--- src/include/sas_pkg.sv ---
package sas_pkg;
   // ==========================================
   // geometry and timing
   localparam int RES_BITS = 12;
   localparam int BUF_WORDS = 16;
   localparam int CONV_TADS = 14;
   // instruction cycle in system clocks
   localparam int SYS_PER_INSTR = 2;
   localparam logic [11:0] SAR_MSB = 12'h800;
   // ==========================================
   // register byte offsets
   localparam logic [7:0] OFF_CTRL1 = 8'h00;
   localparam logic [7:0] OFF_CTRL2 = 8'h04;
   localparam logic [7:0] OFF_CTRL3 = 8'h08;
   localparam logic [7:0] OFF_INSEL = 8'h0c;
   localparam logic [7:0] OFF_PCFG = 8'h10;
   localparam logic [7:0] OFF_SCAN = 8'h14;
   localparam logic [7:0] OFF_STAT = 8'h18;
   localparam logic [1:0] BUF_PAGE = 2'h1;
   // ==========================================
   // field positions
   localparam int B_ON = 15;
   localparam int B_SRC_LO = 5;
   localparam int B_AUTO_SAMPLE_ENABLE = 2;
   localparam int B_SAMPLE_START_BIT = 1;
   localparam int B_DONE = 0;
   localparam int B_REF = 13;
   localparam int B_SCAN = 10;
   localparam int B_HALF = 7;
   localparam int B_SAMPLES_PER_IRQ_LO = 2;
   localparam int B_SPLIT = 1;
   localparam int B_ALT = 0;
   localparam int B_AUTO_SAMPLE_CLOCKS_LO = 8;
   localparam int B_RC = 7;
   localparam int B_DIV_LO = 0;
   localparam int B_GRPA_LO = 0;
   localparam int B_GRPB_LO = 8;
   localparam int B_IRQ = 0;
   // ==========================================
   // bus answers and encodings
   localparam logic [1:0] RESP_OKAY = 2'b00;
   localparam logic [1:0] RESP_SLVERR = 2'b10;
   typedef enum logic [1:0] {
      ST_IDLE = 2'b00,
      ST_SAMPLE = 2'b01,
      ST_CONVERT = 2'b11
   } sas_state_t;
   typedef enum logic [2:0] {
      TRIG_SW = 3'h0,
      TRIG_EXT = 3'h1,
      TRIG_TIMER = 3'h2,
      TRIG_AUTO = 3'h7
   } sas_trig_t;
   typedef struct packed {
      logic rc_sel;
      logic [5:0] divisor;
   } sas_tad_cfg_t;
endpackage

--- src/core/sas_sequencer.sv ---
// Implementation choices: the register addresses and register access over AXI4-Lite.
`timescale 1ns/1ps
`default_nettype none
module sas_sequencer
   import sas_pkg::*;
(
   input wire logic CLK_SYS,
   input wire logic NRST,
   input wire logic [7:0] AWADDR,
   input wire logic AWVALID,
   output logic AWREADY,
   input wire logic [31:0] WDATA,
   input wire logic [3:0] WSTRB,
   input wire logic WVALID,
   output logic WREADY,
   output logic [1:0] BRESP,
   output logic BVALID,
   input wire logic BREADY,
   input wire logic [7:0] ARADDR,
   input wire logic ARVALID,
   output logic ARREADY,
   output logic [31:0] RDATA,
   output logic [1:0] RRESP,
   output logic RVALID,
   input wire logic RREADY,
   input wire logic COMP_IN,
   input wire logic EXT_TRIG,
   input wire logic TIMER_TRIG,
   input wire logic RC_OSC,
   output logic [3:0] MUX_SEL,
   output logic SAMPLE_HOLD,
   output logic [11:0] DAC_CODE,
   output logic REF_EXT,
   output logic CONV_DONE,
   output logic CONV_IRQ_FLAG,
   output logic [15:0] ANALOG_PIN_CFG
);
   typedef struct packed {
      logic on;
      logic [2:0] trig_src;
      logic auto_sample_enable;
      logic sample_start_bit;
      logic done;
      logic ref_ext;
      logic scan_en;
      logic [3:0] samples_per_irq;
      logic split;
      logic alt;
      logic [4:0] auto_sample_clocks;
      logic rc_sel;
      logic [5:0] div;
      logic [3:0] sel_a;
      logic [3:0] sel_b;
      logic [15:0] pcfg;
      logic [15:0] scan_mask;
      logic irq_flag;
      sas_state_t state;
      logic restart;
      logic [3:0] tad_cnt;
      logic [4:0] sample_start_bit_cnt;
      logic [11:0] sar;
      logic [11:0] probe;
      logic [3:0] seq_cnt;
      logic [3:0] wr_ptr;
      logic half;
      logic use_b;
      logic [3:0] scan_idx;
      logic [3:0] mux_sel;
      logic hold;
      logic [1:0] comp_sync;
      logic [2:0] ext_sync;
      logic [BUF_WORDS-1:0][RES_BITS-1:0] mem;
      logic awready;
      logic bvalid;
      logic [1:0] bresp;
      logic arready;
      logic rvalid;
      logic [1:0] rresp;
      logic [31:0] rdata;
   } sas_seq_state_t;

   sas_seq_state_t r;
   sas_seq_state_t n;
   logic [1:0] rst_sync;
   logic rst_n;
   logic tad_tick;
   logic wr_hs;
   logic rd_hs;
   logic trig;
   logic store;
   logic irq_evt;
   logic [15:0] wv;
   logic [15:0] ctrl1_rd;
   logic [15:0] ctrl2_rd;
   logic [15:0] ctrl3_rd;
   logic [15:0] insel_rd;

   // ==========================================
   // helpers
   // byte-lane merge for the 16-bit registers
   function automatic logic [15:0] merge16(input logic [15:0] old, input logic [31:0] d,
                                           input logic [3:0] s);
      logic [15:0] v;
      v = old;
      if (s[0]) v[7:0] = d[7:0];
      if (s[1]) v[15:8] = d[15:8];
      return v;
   endfunction

   // lowest marked input at or above start, else lowest marked overall
   function automatic logic [3:0] next_scan(input logic [15:0] m, input logic [4:0] from);
      logic [3:0] low;
      logic [3:0] hit;
      logic found;
      low = 4'h0;
      hit = 4'h0;
      found = 1'b0;
      for (int i = 15; i >= 0; i--) begin
         if (m[i]) begin
            low = 4'(i);
            if (i >= int'(from)) begin
               hit = 4'(i);
               found = 1'b1;
            end
         end
      end
      return found ? hit : low;
   endfunction

   // ==========================================
   // reset release
   always_ff @(posedge CLK_SYS or negedge NRST) begin
      if (!NRST) begin
         rst_sync <= 2'b00;
      end else begin
         rst_sync <= {rst_sync[0], 1'b1};
      end
   end
   assign rst_n = rst_sync[1];

   // ==========================================
   // converter clock
   // restart realigns the divided clock so each phase gets whole periods
   sas_tad_gen u_tad (
      .clk(CLK_SYS),
      .rst_n(rst_n),
      .cfg('{rc_sel: r.rc_sel, divisor: r.div}),
      .run(r.state != ST_IDLE && !r.restart),
      .rc_osc_in(RC_OSC),
      .tick(tad_tick)
   );

   // register read views
   always_comb begin
      ctrl1_rd = 16'h0000;
      ctrl1_rd[B_ON] = r.on;
      ctrl1_rd[B_SRC_LO+:3] = r.trig_src;
      ctrl1_rd[B_AUTO_SAMPLE_ENABLE] = r.auto_sample_enable;
      ctrl1_rd[B_SAMPLE_START_BIT] = r.sample_start_bit;
      ctrl1_rd[B_DONE] = r.done;
      ctrl2_rd = 16'h0000;
      ctrl2_rd[B_REF] = r.ref_ext;
      ctrl2_rd[B_SCAN] = r.scan_en;
      ctrl2_rd[B_HALF] = r.half;
      ctrl2_rd[B_SAMPLES_PER_IRQ_LO+:4] = r.samples_per_irq;
      ctrl2_rd[B_SPLIT] = r.split;
      ctrl2_rd[B_ALT] = r.alt;
      ctrl3_rd = 16'h0000;
      ctrl3_rd[B_AUTO_SAMPLE_CLOCKS_LO+:5] = r.auto_sample_clocks;
      ctrl3_rd[B_RC] = r.rc_sel;
      ctrl3_rd[B_DIV_LO+:6] = r.div;
      insel_rd = 16'h0000;
      insel_rd[B_GRPA_LO+:4] = r.sel_a;
      insel_rd[B_GRPB_LO+:4] = r.sel_b;
   end

   // ==========================================
   // next state
   always_comb begin
      n = r;
      n.comp_sync = {r.comp_sync[0], COMP_IN};
      n.ext_sync = {r.ext_sync[1:0], EXT_TRIG};
      n.restart = 1'b0;
      wr_hs = AWVALID && r.awready;
      rd_hs = ARVALID && r.arready;
      wv = merge16(16'h0000, WDATA, WSTRB);
      trig = 1'b0;
      store = 1'b0;
      irq_evt = 1'b0;

      // write channel: address and data taken together
      n.awready = AWVALID && WVALID && !r.awready && !r.bvalid;
      if (wr_hs) begin
         n.bvalid = 1'b1;
         n.bresp = RESP_OKAY;
         unique case (AWADDR)
            OFF_CTRL1: begin
               wv = merge16(ctrl1_rd, WDATA, WSTRB);
               n.on = wv[B_ON];
               n.trig_src = wv[B_SRC_LO+:3];
               n.auto_sample_enable = wv[B_AUTO_SAMPLE_ENABLE];
               n.sample_start_bit = wv[B_SAMPLE_START_BIT];
            end
            OFF_CTRL2: begin
               // taken as written; stable while on is up to software
               wv = merge16(ctrl2_rd, WDATA, WSTRB);
               n.ref_ext = wv[B_REF];
               n.scan_en = wv[B_SCAN];
               n.samples_per_irq = wv[B_SAMPLES_PER_IRQ_LO+:4];
               n.split = wv[B_SPLIT];
               n.alt = wv[B_ALT];
            end
            OFF_CTRL3: begin
               wv = merge16(ctrl3_rd, WDATA, WSTRB);
               n.auto_sample_clocks = wv[B_AUTO_SAMPLE_CLOCKS_LO+:5];
               n.rc_sel = wv[B_RC];
               n.div = wv[B_DIV_LO+:6];
            end
            OFF_INSEL: begin
               wv = merge16(insel_rd, WDATA, WSTRB);
               n.sel_a = wv[B_GRPA_LO+:4];
               n.sel_b = wv[B_GRPB_LO+:4];
            end
            OFF_PCFG: n.pcfg = merge16(r.pcfg, WDATA, WSTRB);
            OFF_SCAN: n.scan_mask = merge16(r.scan_mask, WDATA, WSTRB);
            // flag can only be cleared from software
            OFF_STAT: n.irq_flag = r.irq_flag & (wv[B_IRQ] | !WSTRB[0]);
            default: begin
               // buffer writes are accepted but change nothing
               if (AWADDR[7:6] != BUF_PAGE) n.bresp = RESP_SLVERR;
            end
         endcase
      end else if (BREADY && r.bvalid) begin
         n.bvalid = 1'b0;
      end

      // read channel
      n.arready = ARVALID && !r.arready && !r.rvalid;
      if (rd_hs) begin
         n.rvalid = 1'b1;
         n.rresp = RESP_OKAY;
         n.rdata = 32'h0000_0000;
         unique case (ARADDR)
            OFF_CTRL1: n.rdata[15:0] = ctrl1_rd;
            OFF_CTRL2: n.rdata[15:0] = ctrl2_rd;
            OFF_CTRL3: n.rdata[15:0] = ctrl3_rd;
            OFF_INSEL: n.rdata[15:0] = insel_rd;
            OFF_PCFG: n.rdata[15:0] = r.pcfg;
            OFF_SCAN: n.rdata[15:0] = r.scan_mask;
            OFF_STAT: n.rdata[B_IRQ] = r.irq_flag;
            default: begin
               if (ARADDR[7:6] == BUF_PAGE) n.rdata[RES_BITS-1:0] = r.mem[ARADDR[5:2]];
               else n.rresp = RESP_SLVERR;
            end
         endcase
      end else if (RREADY && r.rvalid) begin
         n.rvalid = 1'b0;
      end

      // sequencer; the on bit after this cycle's write is used,
      // so a disable always beats a trigger in the same cycle
      unique case (r.state)
         ST_IDLE: begin
            if (n.sample_start_bit) begin
               n.state = ST_SAMPLE;
               n.hold = 1'b1;
               n.sample_start_bit_cnt = 5'h00;
            end
         end
         ST_SAMPLE: begin
            if (tad_tick) n.sample_start_bit_cnt = r.sample_start_bit_cnt + 5'h01;
            // four sources; other codes never trigger
            case (r.trig_src)
               TRIG_SW: trig = !n.sample_start_bit;
               // a zero count fires on the first clock
               TRIG_AUTO: trig = tad_tick && (r.sample_start_bit_cnt + 5'h01 >= r.auto_sample_clocks);
               TRIG_TIMER: trig = TIMER_TRIG;
               TRIG_EXT: trig = r.ext_sync[1] && !r.ext_sync[2];
               default: trig = 1'b0;
            endcase
            if (trig) begin
               n.state = ST_CONVERT;
               n.hold = 1'b0;
               n.tad_cnt = 4'h0;
               n.sar = SAR_MSB;
               n.probe = SAR_MSB;
               n.done = 1'b0;
               if (r.trig_src != TRIG_SW) n.sample_start_bit = 1'b0;
            end
         end
         ST_CONVERT: begin
            if (tad_tick) begin
               n.tad_cnt = r.tad_cnt + 4'h1;
               // clocks 2..13 resolve one bit each, msb first
               if (r.tad_cnt >= 4'h1 && r.tad_cnt <= 4'(RES_BITS)) begin
                  n.sar = (r.comp_sync[1] ? r.sar : (r.sar & ~r.probe)) | (r.probe >> 1);
                  n.probe = r.probe >> 1;
               end
               store = (r.tad_cnt == 4'(CONV_TADS - 1)) && n.on;
            end
         end
         default: n.state = ST_IDLE;
      endcase

      // result storage and interrupt event
      if (store) begin
         n.mem[r.wr_ptr] = r.sar;
         n.seq_cnt = r.seq_cnt + 4'h1;
         n.wr_ptr = r.split ? {r.half, r.wr_ptr[2:0] + 3'h1} : r.wr_ptr + 4'h1;
         if (!r.use_b && r.scan_en) n.scan_idx = next_scan(r.scan_mask, {1'b0, r.scan_idx} + 5'h01);
         n.use_b = r.alt && !r.use_b;
         // field holds count minus one
         if (r.seq_cnt == r.samples_per_irq) begin
            irq_evt = 1'b1;
            n.done = 1'b1;
            n.irq_flag = 1'b1;
            n.seq_cnt = 4'h0;
            n.half = r.split && !r.half;
            n.wr_ptr = r.split ? {!r.half, 3'h0} : 4'h0;
            n.scan_idx = next_scan(r.scan_mask, 5'h00);
         end
         n.state = r.auto_sample_enable ? ST_SAMPLE : ST_IDLE;
         n.hold = r.auto_sample_enable;
         n.sample_start_bit_cnt = 5'h00;
         if (r.auto_sample_enable) n.sample_start_bit = 1'b1;
      end

      // off: abort everything, buffer untouched
      if (!n.on) begin
         n.state = ST_IDLE;
         n.hold = 1'b0;
         n.sample_start_bit = 1'b0;
         n.seq_cnt = 4'h0;
         n.half = 1'b0;
         n.wr_ptr = 4'h0;
         n.use_b = 1'b0;
         n.scan_idx = next_scan(r.scan_mask, 5'h00);
      end

      // input chosen as each acquisition opens
      if (n.state == ST_SAMPLE && r.state != ST_SAMPLE) begin
         n.mux_sel = n.use_b ? r.sel_b : (r.scan_en ? n.scan_idx : r.sel_a);
      end
      n.restart = n.state != r.state;
   end

   always_ff @(posedge CLK_SYS or negedge rst_n) begin
      if (!rst_n) begin
         r <= '0;
      end else begin
         r <= n;
      end
   end

   // ==========================================
   // outputs
   assign AWREADY = r.awready;
   assign WREADY = r.awready;
   assign BVALID = r.bvalid;
   assign BRESP = r.bresp;
   assign ARREADY = r.arready;
   assign RVALID = r.rvalid;
   assign RRESP = r.rresp;
   assign RDATA = r.rdata;
   assign MUX_SEL = r.mux_sel;
   assign SAMPLE_HOLD = r.hold;
   assign DAC_CODE = r.sar;
   assign REF_EXT = r.ref_ext;
   assign CONV_DONE = r.done;
   assign CONV_IRQ_FLAG = r.irq_flag;
   assign ANALOG_PIN_CFG = r.pcfg;
endmodule
`default_nettype wire

--- src/core/sas_tad_gen.sv ---
`timescale 1ns/1ps
`default_nettype none
module sas_tad_gen
   import sas_pkg::*;
(
   input wire logic clk,
   input wire logic rst_n,
   input wire sas_tad_cfg_t cfg,
   input wire logic run,
   input wire logic rc_osc_in,
   output logic tick
);
   typedef struct packed {
      logic [2:0] rc_sync;
      logic [6:0] cnt;
      logic tick;
   } sas_tad_state_t;
   sas_tad_state_t r;
   sas_tad_state_t n;
   logic [6:0] limit;

   // ==========================================
   // converter clock: divided or rc edges
   // period in sys clocks = (divisor+1) * half instruction cycle
   assign limit = 7'((int'(cfg.divisor) + 1) * SYS_PER_INSTR / 2);
   always_comb begin
      n = r;
      n.rc_sync = {r.rc_sync[1:0], rc_osc_in};
      n.tick = 1'b0;
      if (!run) begin
         n.cnt = 7'h00;
      end else if (cfg.rc_sel) begin
         // rc pin must be slower than two sys clocks per phase
         n.tick = r.rc_sync[1] && !r.rc_sync[2];
      end else if (r.cnt >= limit - 7'h01) begin
         n.tick = 1'b1;
         n.cnt = 7'h00;
      end else begin
         n.cnt = r.cnt + 7'h01;
      end
   end

   always_ff @(posedge clk or negedge rst_n) begin
      if (!rst_n) begin
         r <= '0;
      end else begin
         r <= n;
      end
   end
   assign tick = r.tick;
endmodule
`default_nettype wire

--- config.mk ---
export PLATFORM = sky130hd
export DESIGN_NAME = sas_sequencer
export DESIGN_NICKNAME = d
export VERILOG_FILES = /design/src/include/sas_pkg.sv /design/src/core/sas_sequencer.sv /design/src/core/sas_tad_gen.sv
export SDC_FILE = /design/constraint.sdc
export NUM_CORES = 1
export LEC_CHECK = 0
export BUFFER_PORTS_ARGS = -buffer_cell sky130_fd_sc_hd__buf_2
export CORE_ASPECT_RATIO = 1.2
export CORE_MARGIN = 4
export CORE_UTILIZATION = 45
export CTS_CLUSTER_SIZE = 30
export DETAILED_ROUTE_END_ITERATION = 7
export GPL_TIMING_DRIVEN = 0
export PLACE_DENSITY = 0.64
export SETUP_SLACK_MARGIN = 0.5
export SYNTH_ARGS = -nofsm -noshare
export SYNTH_HDL_FRONTEND = slang
export SYNTH_SLANG_ARGS = --single-unit
--- constraint.sdc ---
create_clock -name CLK_SYS -period 10.5 [get_ports CLK_SYS]
set_clock_uncertainty 0.2 [all_clocks]
set_input_delay 1.575 -clock CLK_SYS [delete_from_list [all_inputs] [get_ports CLK_SYS]]
set_output_delay 1.575 -clock CLK_SYS [all_outputs]
set_load 0.01 [all_outputs]
==> results of run 1 <==
==> through the flow <==
step                      cell area (um2)  setup WS, ps
after CTS                           20390          6192
after global placement              19010          2367
after floorplan                     17860          4500
final                               20390          6191
after global routing                20390          5962
after detailed placement            19150          5676
==> path summary, 6_finish.rpt <==
path / endpoint / from / slack, ps / cells past startpoint
min in group CLK_SYS: r[236]$_DFF_PN0_ / n[236]$_DFF_PN0_ / 150 / 0
hold reg to reg: r[263]$_DFFE_PN0P_ / rst_sync[1]$_DFF_PN0_ / 130 / 0
setup / recovery: RDATA[11]$_DFFE_PN0P_ / ARADDR[2] / 6190 / 9
hold / removal: r[263]$_DFFE_PN0P_ / rst_sync[1]$_DFF_PN0_ / 130 / 0
max in group asynchronous: MUX_SEL[0]$_DFFE_PN0P_ / rst_sync[1]$_DFF_PN0_ / 8590 / 3
setup reg to reg: MUX_SEL[0]$_DFFE_PN0P_ / r[242]$_DFF_PN0_ / 6530 / 11
==> critical path: stages <==
cell,delay (ps)
clkbuf_1,150
clkbuf_1,470
clkbuf_1,350
nor3_1,890
clkbuf_1,470
a22oi_1,190
nand2_1,170
a21oi_1,100
o21ai_1,160
==> cell type report <==
type / count / area [um2]
Buffer: 146 / 828.3
Clock buffer: 57 / 1134
Clock inverter: 8 / 100.1
Fill cell: 3433 / 18560
Inverter: 47 / 176.4
Multi-Input combinational cell: 919 / 7966
Sequential cell: 355 / 8887
Tap cell: 526 / 658.1
Timing Repair Buffer: 105 / 638.1
==> placed cells by master (no fill, tap or decap), drive strengths merged, types with 5 or more instances in the layout <==
cell type / netlist / routed
a211oi: 5 / 5
a21o: 10 / 10
a21oi: 38 / 38
a221oi: 9 / 9
a222oi: 5 / 5
a22o: 12 / 12
a22oi: 21 / 21
a31oi: 15 / 15
and2: 5 / 5
and3: 9 / 9
buf: 91 / 196
clkbuf: 55 / 112
conb: 2 / 19
dfrtp: 355 / 355
ha: 25 / 25
inv: 47 / 48
mux2: 259 / 259
mux2i: 9 / 9
mux4: 60 / 60
nand2: 138 / 138
nand2b: 13 / 13
nand3: 12 / 12
nand3b: 5 / 5
nand4: 6 / 6
nor2: 43 / 43
nor2b: 9 / 9
nor3: 16 / 16
nor3b: 7 / 7
nor4: 8 / 8
o21ai: 63 / 63
o221ai: 15 / 15
or3: 5 / 5
xnor2: 6 / 6
xor2: 9 / 9
==> registers in the layout, indices dropped and copies added, names as in the netlist, 2 cells and up <==
name and cells:
ctrl3_rd 12, n 3, r 247, u_tad.n 2, insel_rd 8, ctrl2_rd 8
MUX_SEL 4, rst_sync 2, ANALOG_PIN_CFG 16, u_tad.r 8, DAC_CODE 12, ctrl1_rd 6
RDATA 16
==> power by group through the flow <==
stage          Combinational [mW]  Sequential, mW  Clock [mW]
2_1_floorplan               0.469            1.61           0
3_3_place_gp                0.665            1.67           0
3_5_place_dp                0.708            1.65           0
4_1_cts                     0.712            1.63        1.36
5_1_grt                     0.786            1.65        1.42
6_report                    0.703            1.63        1.33
==> synth_stat cells (13+ instances only) <==
library cell / count / share of area, %
a21oi_1: 38 / 1.1
a22oi_1: 21 / 0.89
a31oi_1: 15 / 0.53
buf_2: 17 / 0.48
buf_4: 69 / 2.9
clkbuf_1: 55 / 1.2
dfrtp_1: 355 / 50
ha_1: 25 / 1.8
inv_1: 46 / 0.97
mux2_1: 58 / 3.7
mux2_2: 201 / 13
mux4_2: 60 / 7.6
nand2_1: 138 / 2.9
nand2b_1: 13 / 0.46
nor2_1: 42 / 0.89
nor3_1: 15 / 0.42
o21ai_0: 47 / 1.3
o21ai_1: 16 / 0.45
o221ai_1: 15 / 0.74
==> kinds of logic (layout without fill, tap and decap cells) <==
group           Yosys count  after routing  synth area share [%]
flops                   355            355                 49.93
mux                     328            328                 24.50
simple gates            292            292                 7.982
compound gates          240            240                 9.403
buf+inv                 193            363                 5.647
fa+ha+maj                25             25                 1.758
xor+xnor                 15             15                0.7385
other cells               2             19               0.04221
==> layer usage <==
metal  global-route usage [%]  share of wire (%)  wire (um)
met5                        0                  0          0
met4                    7.563                3.9       1843
met3                    2.752                4.2       2032
met2                    40.01                 52      25000
met1                    27.63                 40      18990
==> impl_metrics.csv, run 1 <==
group,metric,value,unit
finish,diodes,0,
clock_network,cts_tree,"built",
timing,fmax,232.1,MHz
setup_path,worstSetupStartpointType,"primary input",
timing,final-setup-viol-count,0,
power,p_clk_share,36.4,%
routing,remaining_drc_errors,0,
power,p_seq_share,44.4,%
routing,vias,12360,
finish,synthToLayoutAreaGrowth,14.60,%
clock_network,postCtsSetupBuffers,0,
timing,timing.hold.ws,126.0,ps
routing,drt_iter0_drc,901,
logic_synthesis,syn_avg_cell_area,12.27,um2
job,max_cap_violations,0,
hold_path,hp-class,"reg -> async",
routing,drt-vias-per-instance,5.714,
timing,grt_setup_unrepaired,"false",
floorplanning,initial_core_util,45.68,%
timing,fin_crit_sh,41.04,%
clock_network,cts_buffer_depth,3,
power,power,3.667,mW
place,dp_cells,2098,
logic_synthesis,synth-seq-cells,355,
routing,detail-route-antenna-nets,0,
logic_synthesis,async_flop_share,100.0,%
logic_synthesis,synth_area,17790,um2
clock_network,cts.sinks,355,
power,vdd_drop_max,0.1481,mV
finish,drive_gt1_share,32.38,%
logic_synthesis,syn_inst,1450,
clock_network,numCtsBuffers,39,
timing,tns,0,ps
floorplanning,coreArea,38940,um2
power,p_leak,9.889,nW
finish,final_core_util,52.35,%
power,p_sw,1.108,mW
setup_path,crit_type,"in -> reg",
timing,worstMarginPinSlew,1045,ps
timing,fin_crit,4309,ps
routing,postRouteWirelength,47870,um
routing,wl_per_cell,22.13,um
setup_path,cp_data_arrival_time,4550,ps
setup_path,end_kind,"flop",
floorplanning,chipWidth,189.5,um
clock_network,clk_pin_slew_worst_paths,60,ps
floorplanning,die_y,225.8,um
grt,grt_overflow,0,
routing,first_pass_iters,5,
setup_path,crit_fanout,10,
grt,grt_start_max_net_pins,75,
grt,grt_pass1_wl,74090,um
floorplanning,rows,79,
grt,grt_pass1_vias,12580,
floorplanning,fp.dieArea,42790,um2
grt,grt_antenna_before_repair,0,
timing,drv_slew,0,
finish,final_nets,1701,
floorplanning,ios,140,
clock_network,clock_latency,520,ps
timing,slew_headroom,29.83,%
finish,instances_no_fill,2163,
place,place.gp.congestion,0.8966,
place,io_buffers,100,
logic_synthesis,synth_edf_count,0,
setup_path,cp.required,10740,ps
power,intPower,2.559,mW
power,switching_share,30.22,%
power,p_comb_share,19.2,%
clock_network,cts_resized,0,
logic_synthesis,ys_seq_area_share,49.93,%
logic_synthesis,ys_warn_count,0,
logic_synthesis,synth_cell_types,85,
clock_network,root_buffer,"clkbuf_16",
timing,hold_viol_final,0,
status,outcome,"completed",
grt,grt_use_total,22.16,%
logic_synthesis,synth_ff_type,"dfrtp_1",
clock_network,htreeDepth,2,
power,power_density,179.8,nW/um2
clock_network,hold_buffers,0,
place,hpwl,35390,um
(Power assumes the default switching activity.)
==> inputs of run 2 (changes only) <==
==> constraint.sdc (replaced) <==
create_clock -name CLK_SYS -period 3.8 [get_ports CLK_SYS]
set_clock_uncertainty 0.2 [all_clocks]
set_input_delay 0.57 -clock CLK_SYS [delete_from_list [all_inputs] [get_ports CLK_SYS]]
set_output_delay 0.57 -clock CLK_SYS [all_outputs]
set_load 0.01 [all_outputs]
==> run 2 against run 1 <==
  * Sequential share of layout area is 0.32 points lower
  * Global-route usage up 0.19 points
  * Die area stayed put
  * Clock-buffer cell count is 1 lower
  * Register-to-register slack worse by 6000 ps
  * Critical path type is now reg -> reg
  * Critical endpoint is now MUX_SEL[0]$_DFFE_PN0P_
  * Largest cell class unchanged
  * Highest routed layer is now met5
==> impl_metrics.csv, run 2 (synthesized netlist as in run 1, its figures left out) <==
group,metric,value,unit
place,dp_slack,-111.2,ps
power,p_sw,3.104,mW
power,intPower,7.028,mW
timing,timing.final.ws_setup,488.2,ps
power,power,10.13,mW
setup_path,crit_buf_inv,3,
setup_path,crit_type,"reg -> reg",
timing,grt_setup_unrepaired,"true",
grt,grt_pass1_vias,12680,
grt,grt_overflow,0,
routing,vias,12420,
setup_path,crit_top_cell,"a31oi_1",
setup_path,crit_fanout,10,
hold_path,hold_start,"RREADY",
setup_path,cp_data_arrival_time,3540,ps
setup_path,path_delay_family,"compound AO/OA/AOI/OAI gates",
floorplanning,initial_core_util,45.68,%
power,switching_share,30.63,%
routing,drt_iter0_drc,728,
grt,grt_use_total,22.36,%
routing,drt-vias-per-instance,5.723,
finish,final_nets,1706,
power,power_density,493.1,nW/um2
setup_path,rrSetupSlack,490,ps
finish,synthToLayoutAreaGrowth,15.49,%
timing,slew_headroom,27.05,%
floorplanning,coreArea,38940,um2
timing,worstMarginPinSlew,1094,ps
power,p_leak,9.958,nW
place,place.gp.congestion,0.8996,
routing,remaining_drc_errors,0,
setup_path,cp.required,4030,ps
routing,wl_per_cell,22.08,um
hold_path,hp-class,"in -> reg",
hold_path,min_path_cells,2,
setup_path,crit_slowest_cell,"dfrtp_2",
finish,final_cell_area,20550,um2
floorplanning,rows,79,
timing,final-setup-viol-count,0,
setup_path,worstSetupStartpointType,"flop",
finish,drive_gt1_share,34.00,%
finish,final_common_cell,"dfrtp_1",
routing,detail-route-antenna-nets,0,
floorplanning,die_y,225.8,um
timing,fin_crit_sh,87.15,%
power,p_clk_share,36.0,%
routing,postRouteWirelength,47920,um
clock_network,clk_pin_slew_worst_paths,60,ps
place,place_area,19150,um2
setup_path,end_kind,"flop",
floorplanning,fp.dieArea,42790,um2
timing,tns,0,ps
timing,drv_slew,0,
setup_path,r2r_end,"MUX_SEL[0]$_DFFE_PN0P_",
routing,first_pass_iters,5,
finish,final_core_util,52.76,%
timing,fin_crit,3312,ps
status,outcome,"completed",
clock_network,root_buffer,"clkbuf_16",
grt,grt_antenna_before_repair,1,
finish,final_cell_mix,"dfrtp_1 (352), mux2_2 (201), nand2_1 (138)",
setup_path,worst_r2r_path_depth,11,
finish,diodes,0,
setup_path,crit-reg2reg-launch,"r[242]$_DFF_PN0_",
finish,largest_reg_flops,247,
timing,timing.hold.ws,31.21,ps
clock_network,cts.sinks,355,
place,io_buffers,100,
timing,fmax,301.9,MHz
clock_network,numCtsBuffers,38,
setup_path,slowest_delay,470,ps
place,dp_cells,2098,
job,max_cap_violations,0,
grt,grt_pass1_wl,74960,um
floorplanning,ios,140,
clock_network,cts_tree,"built",
power,vdd_drop_max,0.4252,mV
grt,grt_start_max_net_pins,69,
place,hpwl,35570,um
hold_path,min_to,"RVALID$_DFFE_PN0P_",
setup_path,cp_cell_sequence,"clkbuf_8 > inv_2 > ha_2 > buf_4 > o41ai_4 > a41oi_2 > or2_2 > and3b_2 > o21a_2 > a31oi_1 > a31oi_1",
power,p_seq_share,44.5,%
finish,instances_no_fill,2170,
finish,largest_register,"r",
power,p_comb_share,19.6,%
clock_network,cts_buffer_depth,3,
floorplanning,chipWidth,189.5,um
timing,hold_viol_final,0,
clock_network,htreeDepth,2,
clock_network,clock_latency,520,ps
[run 2: worst register-to-register path: cells and delay by family, from the launching register on]
family / cells / cell delay [ps]
AO/OA/AOI/OAI: 5 / 1090
adder cells (fa/ha/maj): 1 / 320
buffers and inverters: 3 / 510
flip-flops: 1 / 470
AND/OR/NAND/NOR: 2 / 630
[run 2: timing repair]
item,in CTS,in global routing
buffers inserted,1,1
pin swaps,1,3
hold buffers,4,0
gates resized for setup,13,28
endpoints found under the hold margin,5,0
endpoints found under the setup margin,8,161
[run 2: power by group through the flow]
stage / Combinational [mW] / Clock, mW / Sequential [mW]
after global placement: 1.84 / 0 / 4.63
after CTS: 1.99 / 3.71 / 4.51
after floorplan: 1.30 / 0 / 4.45
after detailed placement: 1.97 / 0 / 4.58
after global routing: 2.20 / 3.86 / 4.56
final: 1.98 / 3.64 / 4.51
[run 2: worst max-delay path by stage]
stage                               start                             to  slack (ps)  depth (start not counted)
finish                   r[242]$_DFF_PN0_         MUX_SEL[0]$_DFFE_PN0P_         490                         11
global route             r[242]$_DFF_PN0_         MUX_SEL[0]$_DFFE_PN0P_         400                         11
CTS                             ARADDR[2]          RDATA[11]$_DFFE_PN0P_         500                          9
detailed placement       r[242]$_DFF_PN0_         MUX_SEL[0]$_DFFE_PN0P_        -110                         11
global placement    rst_sync[1]$_DFF_PN0_  ANALOG_PIN_CFG[5]$_DFFE_PN0P_       -1180                          0
floorplan           rst_sync[1]$_DFF_PN0_  ANALOG_PIN_CFG[0]$_DFFE_PN0P_          90                          0
[run 2: per-layer routing]
layer  up-vias  part of all wire [%]  track usage (%)
met5         -                 0.027                0
met4         2                   3.8            7.656
met3       104                   4.3            2.706
met2       368                    52            40.15
met1      6373                    40            28.10
li1       5571                     -                -
[run 2: area by class of cell]
class                           instances  area (um2)
Multi-Input combinational cell        919        8058
Clock inverter                         10       82.58
Sequential cell                       355        8890
Buffer                                146       849.6
Fill cell                            3440       18400
Timing Repair Buffer                  111       693.2
Tap cell                              526       658.1
Clock buffer                           56        1140
Inverter                               47       176.4
==> inputs of run 3 (changes only) <==
--- a/config.mk
+++ b/config.mk
@@ -8,11 +8,11 @@
 export BUFFER_PORTS_ARGS = -buffer_cell sky130_fd_sc_hd__buf_2
 export CORE_ASPECT_RATIO = 1.2
 export CORE_MARGIN = 4
-export CORE_UTILIZATION = 45
+export CORE_UTILIZATION = 60
 export CTS_CLUSTER_SIZE = 30
 export DETAILED_ROUTE_END_ITERATION = 7
 export GPL_TIMING_DRIVEN = 0
-export PLACE_DENSITY = 0.64
+export PLACE_DENSITY = 0.79
 export SETUP_SLACK_MARGIN = 0.5
 export SYNTH_ARGS = -nofsm -noshare
 export SYNTH_HDL_FRONTEND = slang
==> constraint.sdc (replaced) <==
create_clock -name CLK_SYS -period 3.2 [get_ports CLK_SYS]
set_clock_uncertainty 0.2 [all_clocks]
set_input_delay 0.48 -clock CLK_SYS [delete_from_list [all_inputs] [get_ports CLK_SYS]]
set_output_delay 0.48 -clock CLK_SYS [all_outputs]
set_load 0.01 [all_outputs]
==> run 3 against run 2 <==
  * Power up 26%
  * Via count increased by 6.1%
  * Flip-flop and latch count is the same
  * Non-clock buffer count grew 58
  * Register-to-register slack got worse by 350 ps
  * Global-route usage is 6.9 points higher
  * Sequential share of layout area is 2.2 points lower
==> impl_metrics.csv, run 3 (synthesized netlist as in run 1, its figures left out) <==
group,metric,value,unit
status,outcome,"completed",
power,p_seq_share,42.1,%
setup_path,end_kind,"flop",
grt,grt_use_met3,4.120,%
clock_network,numCtsBuffers,38,
timing,fin_crit_sh,95.62,%
routing,wl_per_cell,23.87,um
setup_path,crit-reg2reg-launch,"r[242]$_DFF_PN0_",
floorplanning,chipWidth,165.2,um
grt,grt_pass1_vias,13220,
setup_path,crit_fanout,4,
timing,slew_headroom,43.00,%
setup_path,crit_type,"reg -> reg",
setup_path,worstSetupStartpoint,"r[242]$_DFF_PN0_",
power,p_clk_share,36.1,%
finish,synthToLayoutAreaGrowth,21.69,%
clock_network,clock_latency,530,ps
timing,worstMarginPinSlew,855.0,ps
place,place_area,19050,um2
setup_path,r2r_end,"r[242]$_DFF_PN0_",
floorplanning,fp.dieArea,32480,um2
grt,grt_start_max_net_pins,69,
power,vdd_drop_max,0.7229,mV
finish,largest_register,"r",
routing,drt_iter0_drc,1228,
place,place.gp.congestion,0.9571,
routing,detail-route-antenna-nets,0,
routing,vias,13180,
timing,fin_crit,3060,ps
grt,grt_overflow,0,
finish,nFillCells,1791,
clock_network,clk_pin_slew_worst_paths,60,ps
finish,final_common_cell,"dfrtp_1",
grt,grt-busiest-layer,"met2",
routing,drt-vias-per-instance,6.299,
setup_path,worstSetupStartpointType,"flop",
grt,grt_antenna_before_repair,2,
clock_network,cts_buffer_depth,3,
setup_path,crit_end,"r[242]$_DFF_PN0_",
hold_path,hp-class,"in -> reg",
timing,drv_slew,0,
finish,final_cell_mix,"dfrtp_1 (351), mux2_2 (200), nand2_1 (127)",
timing,timing.hold.ws,20.21,ps
timing,fmax,326.8,MHz
routing,postRouteWirelength,49940,um
finish,final_cell_area,21650,um2
clock_network,htreeDepth,2,
finish,largest_reg_flops,247,
finish,multi_input_area,8514,um2
floorplanning,die_y,196.6,um
setup_path,cp.required,3390,ps
clock_network,root_buffer,"clkbuf_16",
floorplanning,ios,140,
setup_path,cp_data_arrival_time,3250,ps
floorplanning,coreArea,29010,um2
place,hpwl,33650,um
grt,use_met2,49.95,%
floorplanning,rows,68,
setup_path,worst_r2r_path_depth,11,
finish,final_nets,1764,
routing,first_pass_iters,6,
power,power_density,588.9,nW/um2
floorplanning,initial_core_util,61.32,%
timing,final-setup-viol-count,0,
setup_path,rrSetupSlack,140,ps
power,switching_share,30.94,%
clock_network,cts.sinks,355,
timing,timing.final.ws_setup,140.1,ps
power,intPower,8.805,mW
power,p_comb_share,21.7,%
power,power,12.75,mW
finish,final_core_util,74.62,%
power,p_leak,10.57,nW
timing,grt_setup_unrepaired,"true",
place,dp_slack,-584.5,ps
clock_network,cts_tree,"built",
timing,hold_viol_final,0,
routing,remaining_drc_errors,0,
grt,grt_use_total,29.29,%
place,io_buffers,100,
finish,drive_gt1_share,40.65,%
job,max_cap_violations,0,
grt,grt_pass1_wl,73690,um
finish,seqCellArea,8891,um2
grt,met1_usage,36.18,%
power,p_sw,3.944,mW
[run 3: cell types whose count changed in the layout (fill, tap and decap cells not counted), sizes merged]
cell,change
inv,+2
bufinv,+4
clkbuf,-11
diode,+2
buf,+63
dlygate4sd3,+3
[run 3: final cells by class]
type	count	area share, %
timing repair buffer	169	5.687
antenna	2	0.02312
inverter	47	0.8264
sequential	355	41.07
multi-input combinational	919	39.33
clock buffer	53	4.982
clock inverter	16	1.069
buffer	146	4.791
tap	385	2.225
[run 3: what timing repair did]
| item | in CTS | in global routing |
|---|---|---|
| gates cloned | 0 | 7 |
| endpoints found under the hold margin | 9 | 0 |
| gates resized for setup | 84 | 127 |
| pin swaps | 23 | 30 |
| buffers inserted | 18 | 32 |
| setup endpoints to repair | 256 | 203 |
| hold buffers | 7 | 0 |
[run 3: worst min path at each step]
| stage | from | end | slack, ps | cells past startpoint |
|---|---|---|---|---|
| 3_3_place_gp | NRST | rst_sync[0]$_DFF_PN0_ | 70 | 1 |
| 6_report | WDATA[13] | REF_EXT$_DFFE_PN0P_ | 20 | 2 |
| 5_1_grt | WVALID | AWREADY$_DFF_PN0_ | 20 | 2 |
| 4_1_cts | WDATA[13] | r[306]$_DFFE_PN0P_ | 10 | 2 |
| 2_1_floorplan | NRST | rst_sync[0]$_DFF_PN0_ | -20 | 0 |
| 3_5_place_dp | NRST | rst_sync[0]$_DFF_PN0_ | 70 | 1 |
[run 3: stage by stage]
step / cells / setup TNS [ps]
after floorplan: 1467 / -178270
after global placement: 1952 / -602750
after detailed placement: 1957 / -30210
after CTS: 2051 / 0
after global routing: 2092 / 0
final: 2092 / 0
[run 3: power by group through the flow]
stage	combinational [mW]	sequential, mW	clock (mW)
2_1_floorplan	1.55	5.28	0
6_report	2.77	5.37	4.61
4_1_cts	2.51	5.34	4.64
5_1_grt	2.99	5.41	4.83
3_3_place_gp	2.20	5.45	0
3_5_place_dp	2.35	5.40	0
[run 3: critical path, cell delays in order, from the launching register on]
cell	delay [ps]
dfrtp_2	440
buf_6	140
ha_4	160
or3b_4	390
o31a_2	290
a32o_2	270
a2111oi_4	350
and3b_2	300
buf_4	110
nor3_1	40
o21ai_1	140
nand2b_1	110
[run 3: per-layer routing]
layer | vias up | routed length [um]
li1 | 5703 | -
met1 | 6714 | 18610
met2 | 572 | 25010
met3 | 189 | 3040
met4 | 0 | 3276
met5 | - | 0
